**src/core/mil_pkg.sv**
```systemverilog
package mil_pkg;
    // =====================================================================
    // Register indices on the plain register port
    // =====================================================================
    localparam logic [1:0] ADDR_INTERRUPT_CONTROL = 2'h0;
    localparam logic [1:0] ADDR_PERIPHERAL_FLAGS  = 2'h1;
    localparam logic [1:0] ADDR_PERIPHERAL_ENABLE = 2'h2;
    localparam logic [1:0] ADDR_OPTION            = 2'h3;

    // =====================================================================
    // Interrupt control field positions
    // =====================================================================
    localparam int BIT_GLOBAL_EN   = 7;
    localparam int BIT_PERIPH_EN   = 6;
    localparam int BIT_TIMER_EN    = 5;
    localparam int BIT_EXT_EN      = 4;
    localparam int BIT_PORT_EN     = 3;
    localparam int BIT_TIMER_FLAG  = 2;
    localparam int BIT_EXT_FLAG    = 1;
    localparam int BIT_PORT_FLAG   = 0;
    // Peripheral flag / enable registers: converter bit
    localparam int BIT_CONV        = 6;
    // Option register: edge select
    localparam int BIT_EDGE_SEL    = 6;

    // =====================================================================
    // Reset values
    // =====================================================================
    localparam logic [7:0] RST_INTERRUPT_CONTROL = 8'h00;
    localparam logic [7:0] RST_PERIPHERAL        = 8'h00;
    localparam logic [7:0] RST_OPTION            = 8'hFF;

    // =====================================================================
    // Vector, timer wrap, port pin and quarter phase counts
    // =====================================================================
    localparam logic [12:0] IRQ_VECTOR     = 13'h0004;
    localparam logic [7:0]  TIMER_MAX      = 8'hFF;
    localparam int          PORT_PINS      = 3;
    localparam logic [1:0]  PHASE_Q1       = 2'h0;
    localparam logic [1:0]  PHASE_Q4       = 2'h3;
endpackage : mil_pkg

```
**src/core/mil_edge_detect.sv**
```systemverilog
// Registers a pin and flags a change or a selected edge in the same cycle, against the registered level.
module mil_edge_detect
    import mil_pkg::*;
(
    // Clock and reset
    input  wire logic clock_i,
    input  wire logic srst_i,
    // Pin and edge selection
    input  wire logic pin_i,
    input  wire logic rise_sel_i,
    // Detected events
    output logic      change_o,
    output logic      edge_o
);
    logic last_level;

    // =====================================================================
    // Previous level
    // =====================================================================
    // Pin is taken as synchronous, so one register gives the last level
    always_ff @(posedge clock_i) begin
        if (srst_i) begin
            last_level <= pin_i;            // Track the pin in reset too
        end else begin
            last_level <= pin_i;
        end
    end

    // Level follows the pin through reset, so a pin idling high gives no false edge on release
    assign change_o = pin_i ^ last_level;
    assign edge_o   = rise_sel_i ? (pin_i & ~last_level) : (~pin_i & last_level);
endmodule : mil_edge_detect

```
**src/core/mil_interrupt_logic.sv**
```systemverilog
// Strobed register access and the register offsets were chosen for this implementation.
module mil_interrupt_logic
    import mil_pkg::*;
(
    // Clock and reset
    input  wire logic        clock_i,
    input  wire logic        srst_i,
    // Register port
    input  wire logic [1:0]  reg_addr_i,
    input  wire logic [7:0]  reg_wdata_i,
    input  wire logic        reg_wr_i,
    input  wire logic        reg_rd_i,
    output logic      [7:0]  reg_rdata_o,
    // Quarter phase of the instruction cycle
    input  wire logic [1:0]  phase_i,
    // Event sources
    input  wire logic        timer_tick_i,
    input  wire logic [7:0]  timer_count_i,
    input  wire logic        ext_irq_pin_i,
    input  wire logic        port_pin0_i,
    input  wire logic        port_pin1_i,
    input  wire logic        port_pin3_i,
    input  wire logic        converter_done_i,
    // Core sequencer
    input  wire logic [12:0] pc_next_i,
    input  wire logic        return_from_irq_instr_i,
    input  wire logic        sleeping_i,
    input  wire logic        irq_ack_i,
    output logic             irq_request_o,
    output logic             wake_o,
    output logic             wake_vector_o,
    output logic             stack_push_o,
    output logic      [12:0] stack_data_o,
    output logic      [12:0] pc_load_value_o,
    output logic             pc_load_o
);
    // =====================================================================
    // Registers and state
    // =====================================================================
    typedef enum logic [2:0] {
        MIL_RUN    = 3'b001,
        MIL_WAIT   = 3'b010,
        MIL_ENTRY  = 3'b100
    } mil_state_t;

    mil_state_t state;
    mil_state_t next_state;

    logic [7:0] interrupt_control;
    logic [7:0] peripheral_flags;
    logic [7:0] peripheral_enables;
    logic [7:0] option_reg;
    logic       ext_pending;      // Edge caught, waiting for the next Q4 or Q1
    logic [7:0] next_control;

    // =====================================================================
    // Event detection
    // =====================================================================
    wire logic [PORT_PINS-1:0] port_pins;
    wire logic [PORT_PINS-1:0] port_change;
    wire logic                 ext_edge;
    wire logic                 timer_wrap;
    wire logic                 port_event;

    assign port_pins = {port_pin3_i, port_pin1_i, port_pin0_i};

    // Pin edge detector, polarity from the option register
    mil_edge_detect u_ext_edge (
        .clock_i    (clock_i),
        .srst_i     (srst_i),
        .pin_i      (ext_irq_pin_i),
        .rise_sel_i (option_reg[BIT_EDGE_SEL]),
        .change_o   (),
        .edge_o     (ext_edge)
    );

    // One change detector per monitored port pin
    genvar gi;
    generate
        for (gi = 0; gi < PORT_PINS; gi++) begin : g_port
            mil_edge_detect u_port (
                .clock_i    (clock_i),
                .srst_i     (srst_i),
                .pin_i      (port_pins[gi]),
                .rise_sel_i (1'b1),
                .change_o   (port_change[gi]),
                .edge_o     ()
            );
        end
    endgenerate

    assign port_event = |port_change;
    assign timer_wrap = timer_tick_i && (timer_count_i == TIMER_MAX);

    // Pin flag may only land in Q4..Q1; an edge elsewhere waits
    wire logic ext_window  = (phase_i == PHASE_Q4) || (phase_i == PHASE_Q1);
    wire logic ext_set     = (ext_edge || ext_pending) && ext_window;

    // =====================================================================
    // Request combination
    // =====================================================================
    wire logic conv_active = peripheral_flags[BIT_CONV] & peripheral_enables[BIT_CONV]
                             & interrupt_control[BIT_PERIPH_EN];
    wire logic any_active  = (interrupt_control[BIT_TIMER_FLAG] & interrupt_control[BIT_TIMER_EN])
                           | (interrupt_control[BIT_EXT_FLAG]   & interrupt_control[BIT_EXT_EN])
                           | (interrupt_control[BIT_PORT_FLAG]  & interrupt_control[BIT_PORT_EN])
                           | conv_active;
    wire logic global_en   = interrupt_control[BIT_GLOBAL_EN];
    // Request sampled at Q1 only, which gives the one to four cycle latency
    wire logic q1          = (phase_i == PHASE_Q1);
    wire logic take_irq    = global_en && any_active && q1 && (state == MIL_RUN);

    assign irq_request_o = global_en && any_active;
    assign wake_o        = sleeping_i && any_active;
    assign wake_vector_o = wake_o && global_en;

    // =====================================================================
    // Write decode
    // =====================================================================
    wire logic wr_control = reg_wr_i && (reg_addr_i == ADDR_INTERRUPT_CONTROL);
    wire logic wr_pflags  = reg_wr_i && (reg_addr_i == ADDR_PERIPHERAL_FLAGS);
    wire logic wr_penable = reg_wr_i && (reg_addr_i == ADDR_PERIPHERAL_ENABLE);
    wire logic wr_option  = reg_wr_i && (reg_addr_i == ADDR_OPTION);

    // Control register next value: software write first, hardware sets win
    always_comb begin
        next_control = wr_control ? reg_wdata_i : interrupt_control;
        // Flags are only ever set here; clearing is software's job
        if (timer_wrap) begin
            next_control[BIT_TIMER_FLAG] = 1'b1;
        end
        if (ext_set) begin
            next_control[BIT_EXT_FLAG] = 1'b1;
        end
        if (port_event) begin
            next_control[BIT_PORT_FLAG] = 1'b1;
        end
        if (take_irq) begin
            next_control[BIT_GLOBAL_EN] = 1'b0;
        end else if (return_from_irq_instr_i) begin
            next_control[BIT_GLOBAL_EN] = 1'b1;
        end
    end

    // =====================================================================
    // Register storage
    // =====================================================================
    always_ff @(posedge clock_i) begin
        if (srst_i) begin
            interrupt_control <= RST_INTERRUPT_CONTROL;
        end else begin
            interrupt_control <= next_control;
        end
    end

    // Converter flag set wins over a software clear in the same cycle
    always_ff @(posedge clock_i) begin
        if (srst_i) begin
            peripheral_flags <= RST_PERIPHERAL;
        end else begin
            if (wr_pflags) begin
                peripheral_flags <= reg_wdata_i & (8'h01 << BIT_CONV);
            end
            if (converter_done_i) begin
                peripheral_flags[BIT_CONV] <= 1'b1;
            end
        end
    end

    // Peripheral enables and option register
    always_ff @(posedge clock_i) begin
        if (srst_i) begin
            peripheral_enables <= RST_PERIPHERAL;
            option_reg         <= RST_OPTION;
        end else begin
            if (wr_penable) begin
                peripheral_enables <= reg_wdata_i & (8'h01 << BIT_CONV);
            end
            if (wr_option) begin
                option_reg <= reg_wdata_i;
            end
        end
    end

    // Edge outside the Q4..Q1 window is held until the window opens
    always_ff @(posedge clock_i) begin
        if (srst_i) begin
            ext_pending <= 1'b0;
        end else begin
            ext_pending <= (ext_edge || ext_pending) && !ext_window;
        end
    end

    // =====================================================================
    // Read port
    // =====================================================================
    always_ff @(posedge clock_i) begin
        if (srst_i) begin
            reg_rdata_o <= 8'h00;
        end else if (reg_rd_i) begin
            case (reg_addr_i)
                ADDR_INTERRUPT_CONTROL: reg_rdata_o <= interrupt_control;
                ADDR_PERIPHERAL_FLAGS:  reg_rdata_o <= peripheral_flags;
                ADDR_PERIPHERAL_ENABLE: reg_rdata_o <= peripheral_enables;
                ADDR_OPTION:            reg_rdata_o <= option_reg;
                default:                reg_rdata_o <= 8'h00;
            endcase
        end else begin
            reg_rdata_o <= 8'h00;
        end
    end

    // =====================================================================
    // Entry sequencer
    // =====================================================================
    // The core finishes its current instruction, then acks; push and
    // vector load are one-cycle pulses after that
    always_comb begin
        case (state)
            MIL_RUN:   next_state = take_irq ? MIL_WAIT : MIL_RUN;
            MIL_WAIT:  next_state = irq_ack_i ? MIL_ENTRY : MIL_WAIT;
            MIL_ENTRY: next_state = MIL_RUN;
            default:   next_state = MIL_RUN;
        endcase
    end

    always_ff @(posedge clock_i) begin
        if (srst_i) begin
            state <= MIL_RUN;
        end else begin
            state <= next_state;
        end
    end

    // Only the return address is saved; W and status are left to software
    always_ff @(posedge clock_i) begin
        if (srst_i) begin
            stack_push_o    <= 1'b0;
            stack_data_o    <= 13'h0000;
            pc_load_o       <= 1'b0;
            pc_load_value_o <= 13'h0000;
        end else begin
            stack_push_o    <= (state == MIL_WAIT) && irq_ack_i;
            pc_load_o       <= (state == MIL_WAIT) && irq_ack_i;
            if ((state == MIL_WAIT) && irq_ack_i) begin
                stack_data_o    <= pc_next_i;
                pc_load_value_o <= IRQ_VECTOR;
            end
        end
    end
endmodule : mil_interrupt_logic

```
**config.mk**
```make
export PLATFORM = sky130hd
export DESIGN_NAME = mil_interrupt_logic
export DESIGN_NICKNAME = d
export VERILOG_FILES = /design/src/core/mil_pkg.sv /design/src/core/mil_edge_detect.sv /design/src/core/mil_interrupt_logic.sv
export SDC_FILE = /design/constraint.sdc
export NUM_CORES = 1
export LEC_CHECK = 0
export BUFFER_PORTS_ARGS = -buffer_cell sky130_fd_sc_hd__buf_2
export CAP_MARGIN = 20
export CORE_UTILIZATION = 30
export CTS_BUF_LIST = sky130_fd_sc_hd__clkbuf_8
export DETAILED_ROUTE_END_ITERATION = 8
export GPL_ROUTABILITY_DRIVEN = 0
export SKIP_CTS_REPAIR_TIMING = 1
export SLEW_MARGIN = 20
export SYNTH_ARGS = -nofsm -noshare
export SYNTH_HDL_FRONTEND = slang
export SYNTH_SLANG_ARGS = --single-unit
```
**constraint.sdc**
```tcl
create_clock -name clock_i -period 1.4 [get_ports clock_i]
set_input_delay 0.07 -clock clock_i [delete_from_list [all_inputs] [get_ports clock_i]]
set_output_delay 0.07 -clock clock_i [all_outputs]
set_load 0.01 [all_outputs]
```
==> flow_summary.json <==
{
  "critical-path-top-delay-family": "compound AO/OA/AOI/OAI gates",
  "clock_path_buffers": 2,
  "grt_max_degree": 21,
  "io_pins": 85,
  "final_max_slew_viol_count": 0,
  "critPathMaxStageDelay_ps": 350,
  "p_clk_share_pct": 37.3,
  "dieHeight_um": 83.3,
  "nets": 339,
  "hold_path_depth": 3,
  "ys_ff_latch": 49,
  "port-buffer-count": 72,
  "r2r_slack_ps": 240,
  "area_growth_pct": 28.8,
  "outcome": "complete, but fails checks",
  "whs_ps": -10.5,
  "min_to": "option_reg[0]$_SDFFE_PP1P_",
  "drtIter0Drc": 49,
  "irDropWorstVdd_mv": 0.617,
  "rr_startpoint": "interrupt_control[6]$_SDFFE_PP0P_",
  "dpl.hpwl_mm": 3.12,
  "layout_commonest_cell": "buf_2",
  "cts_max_level": 2,
  "cts_root_buf": "clkbuf_8",
  "worstMarginPinSlew_ps": 496,
  "vias": 1666,
  "clkTransAtPathRegs_ps": 90,
  "rr_worst_depth": 3,
  "via_per_inst": 4.50,
  "worstHoldStart": "reg_wdata_i[0]",
  "grt_overflow": 0,
  "die_area_um2": 6940,
  "violations": "hold timing",
  "end_kind": "primary output",
  "p_comb_share_pct": 9.4,
  "cts_made_buffers": 5,
  "max_cap_viol_count": 0,
  "path_cells": "a32oi_4 > a21oi_2 > and2_1 > buf_2",
  "post-route-period-util_pct": 95.7,
  "first_global_vias": 1550,
  "synth-seq-area-share_pct": 49.5,
  "gr-usage-all-layers_pct": 12.5,
  "intPower_w": 0.00214,
  "largest_reg_flops": 13,
  "p_sw_w": 0.000607,
  "top_register": "stack_data_o",
  "power_w": 0.00275,
  "hold_viol_final": 1,
  "path_buf_inv": 1,
  "final_cell_mix": "buf_2 (72), dfxtp_1 (46), nand2_1 (44)",
  "cts_sinks": 49,
  "reg2reg_to": "state[0]$_SDFF_PP1_",
  "p_sw_share_pct": 22.1,
  "clock_skew_ps": 10.2,
  "startpoint_type": "register",
  "initial_core_util_pct": 31.2,
  "wl_per_cell_um": 11.6,
  "rows": 29,
  "drc": 0,
  "antenna_found_initial": 0,
  "power.static_leakage_nw": 1.15,
  "worstPathArrival_ps": 1270,
  "cp_slowest_cell": "dfxtp_2",
  "ant_nets": 0,
  "power_density_nw_per_um2": 1080,
  "ys_types": 41,
  "wl_mm": 4.30,
  "cts_tree": "done",
  "avgSynthCellArea_um2": 9.14,
  "final.setup.tns_ps": 0,
  "netlist_area_um2": 1980,
  "yosys_warnings": 0,
  "setup-violations-final": 0,
  "clkLatencyLatePin_ps": 300,
  "diodes": 0,
  "timing.fmax_ghz": 0.746,
  "seq_power_share_pct": 53.3,
  "crit_type": "reg2out",
  "crit_fanout": 3,
  "fin_crit_ps": 1340,
  "dr.pass1.iters": 4,
  "dpl_cell_area_um2": 2350,
  "slew_headroom_pct": 66.8,
  "core_area_um2": 6350,
  "hold_class": "in2reg",
  "die_x_um": 83.3,
  "grt_pass1_wl_mm": 6.97,
  "final_layout_size_suffix_gt1_share_pct": 31.7,
  "syn_inst": 217,
  "design_area_um2": 2550,
  "required_ps": 1330
}
## metrics by stage
stage / util [%] / std cells / worst slack, ps
after CTS: 38.8 / 364 / -91.1
final: 40.2 / 370 / 60.1
after floorplan: - / 228 / 346
after global routing: 40.2 / 370 / -0.194
after global placement: 36.9 / 356 / 258
after detailed placement: 36.9 / 356 / 237
## power groups by stage
stage,Sequential [W],Combinational [W],Clock [W]
final,0.00147,0.000258,0.00102
after global routing,0.00147,0.000292,0.00111
after CTS,0.00146,0.000248,0.00106
after floorplan,0.00149,0.000165,0
after global placement,0.00149,0.000244,0
after detailed placement,0.00149,0.000247,0
## worst max-delay path by stage
stage	from	to	slack, ps	cells past startpoint
6_report	peripheral_enables[6]$_SDFFE_PP0P_	wake_vector_o	60	4
5_1_grt	peripheral_enables[6]$_SDFFE_PP0P_	wake_vector_o	-0.2	4
4_1_cts	peripheral_flags[6]$_SDFFE_PP0P_	wake_vector_o	-90	4
3_5_place_dp	peripheral_flags[6]$_SDFFE_PP0P_	wake_vector_o	240	4
3_3_place_gp	peripheral_flags[6]$_SDFFE_PP0P_	wake_vector_o	260	4
2_1_floorplan	state[0]$_SDFF_PP1_	state[1]$_SDFF_PP0_	350	3
## final cells by class
cell class	instances	area [um^2]
Inverter	4	15.0
Clock inverter	2	33.8
Fill cell	659	3800
Timing Repair Buffer	81	443
Clock buffer	6	82.6
Sequential cell	49	985
Multi-Input combinational cell	151	898
Tap cell	77	96.3
## cell usage after synthesis, drive strengths merged
cell | count | share of area (%)
and2 | 2 | 0.69
a21o | 1 | 0.38
nor3 | 1 | 0.25
nand2 | 44 | 8.3
or3b | 1 | 0.44
dfxtp | 49 | 49
conb | 1 | 0.19
o22ai | 1 | 0.32
or3 | 2 | 0.63
buf | 19 | 7.0
nor2b | 1 | 0.32
nor2 | 18 | 3.4
a41oi | 1 | 0.44
nand2b | 1 | 0.32
inv | 4 | 0.76
and3 | 1 | 0.38
clkbuf | 5 | 0.95
ha | 1 | 0.63
a211o | 1 | 0.44
nand4bb | 2 | 1.1
or2 | 2 | 0.63
nand4 | 1 | 0.32
a22oi | 8 | 3.0
and3b | 1 | 0.44
and4bb | 1 | 0.63
mux4 | 1 | 1.3
nand3 | 2 | 0.50
a21oi | 17 | 4.3
nand3b | 10 | 3.8
xnor2 | 3 | 1.3
and4b | 1 | 0.50
a21boi | 1 | 0.38
nor3b | 3 | 1.4
mux2i | 9 | 4.5
a32oi | 1 | 0.44
## worst reg2reg max path, cell delays in order (launching register included)
cell	delay [ps]
dfxtp_1	400
a32oi_4	150
a211o_1	340
a21o_1	180
## per-layer routing
metal,wire length [um],GRT usage (%),up-vias
met2,1980,21.5,65
li1,-,-,852
met1,1950,14.7,744
met4,45,3.29,0
met3,316,4.47,5
met5,0,0,-
## kinds of logic after synthesis
family          synth area share (%)
simple gates                    24.1
fa+ha+maj                      0.631
xor+xnor                        1.33
other cells                    0.189
mux                             5.87
buf+inv                         8.71
compound gates                  9.72
flops                           49.5
Note: power is estimated with default switching activity, not from simulation.
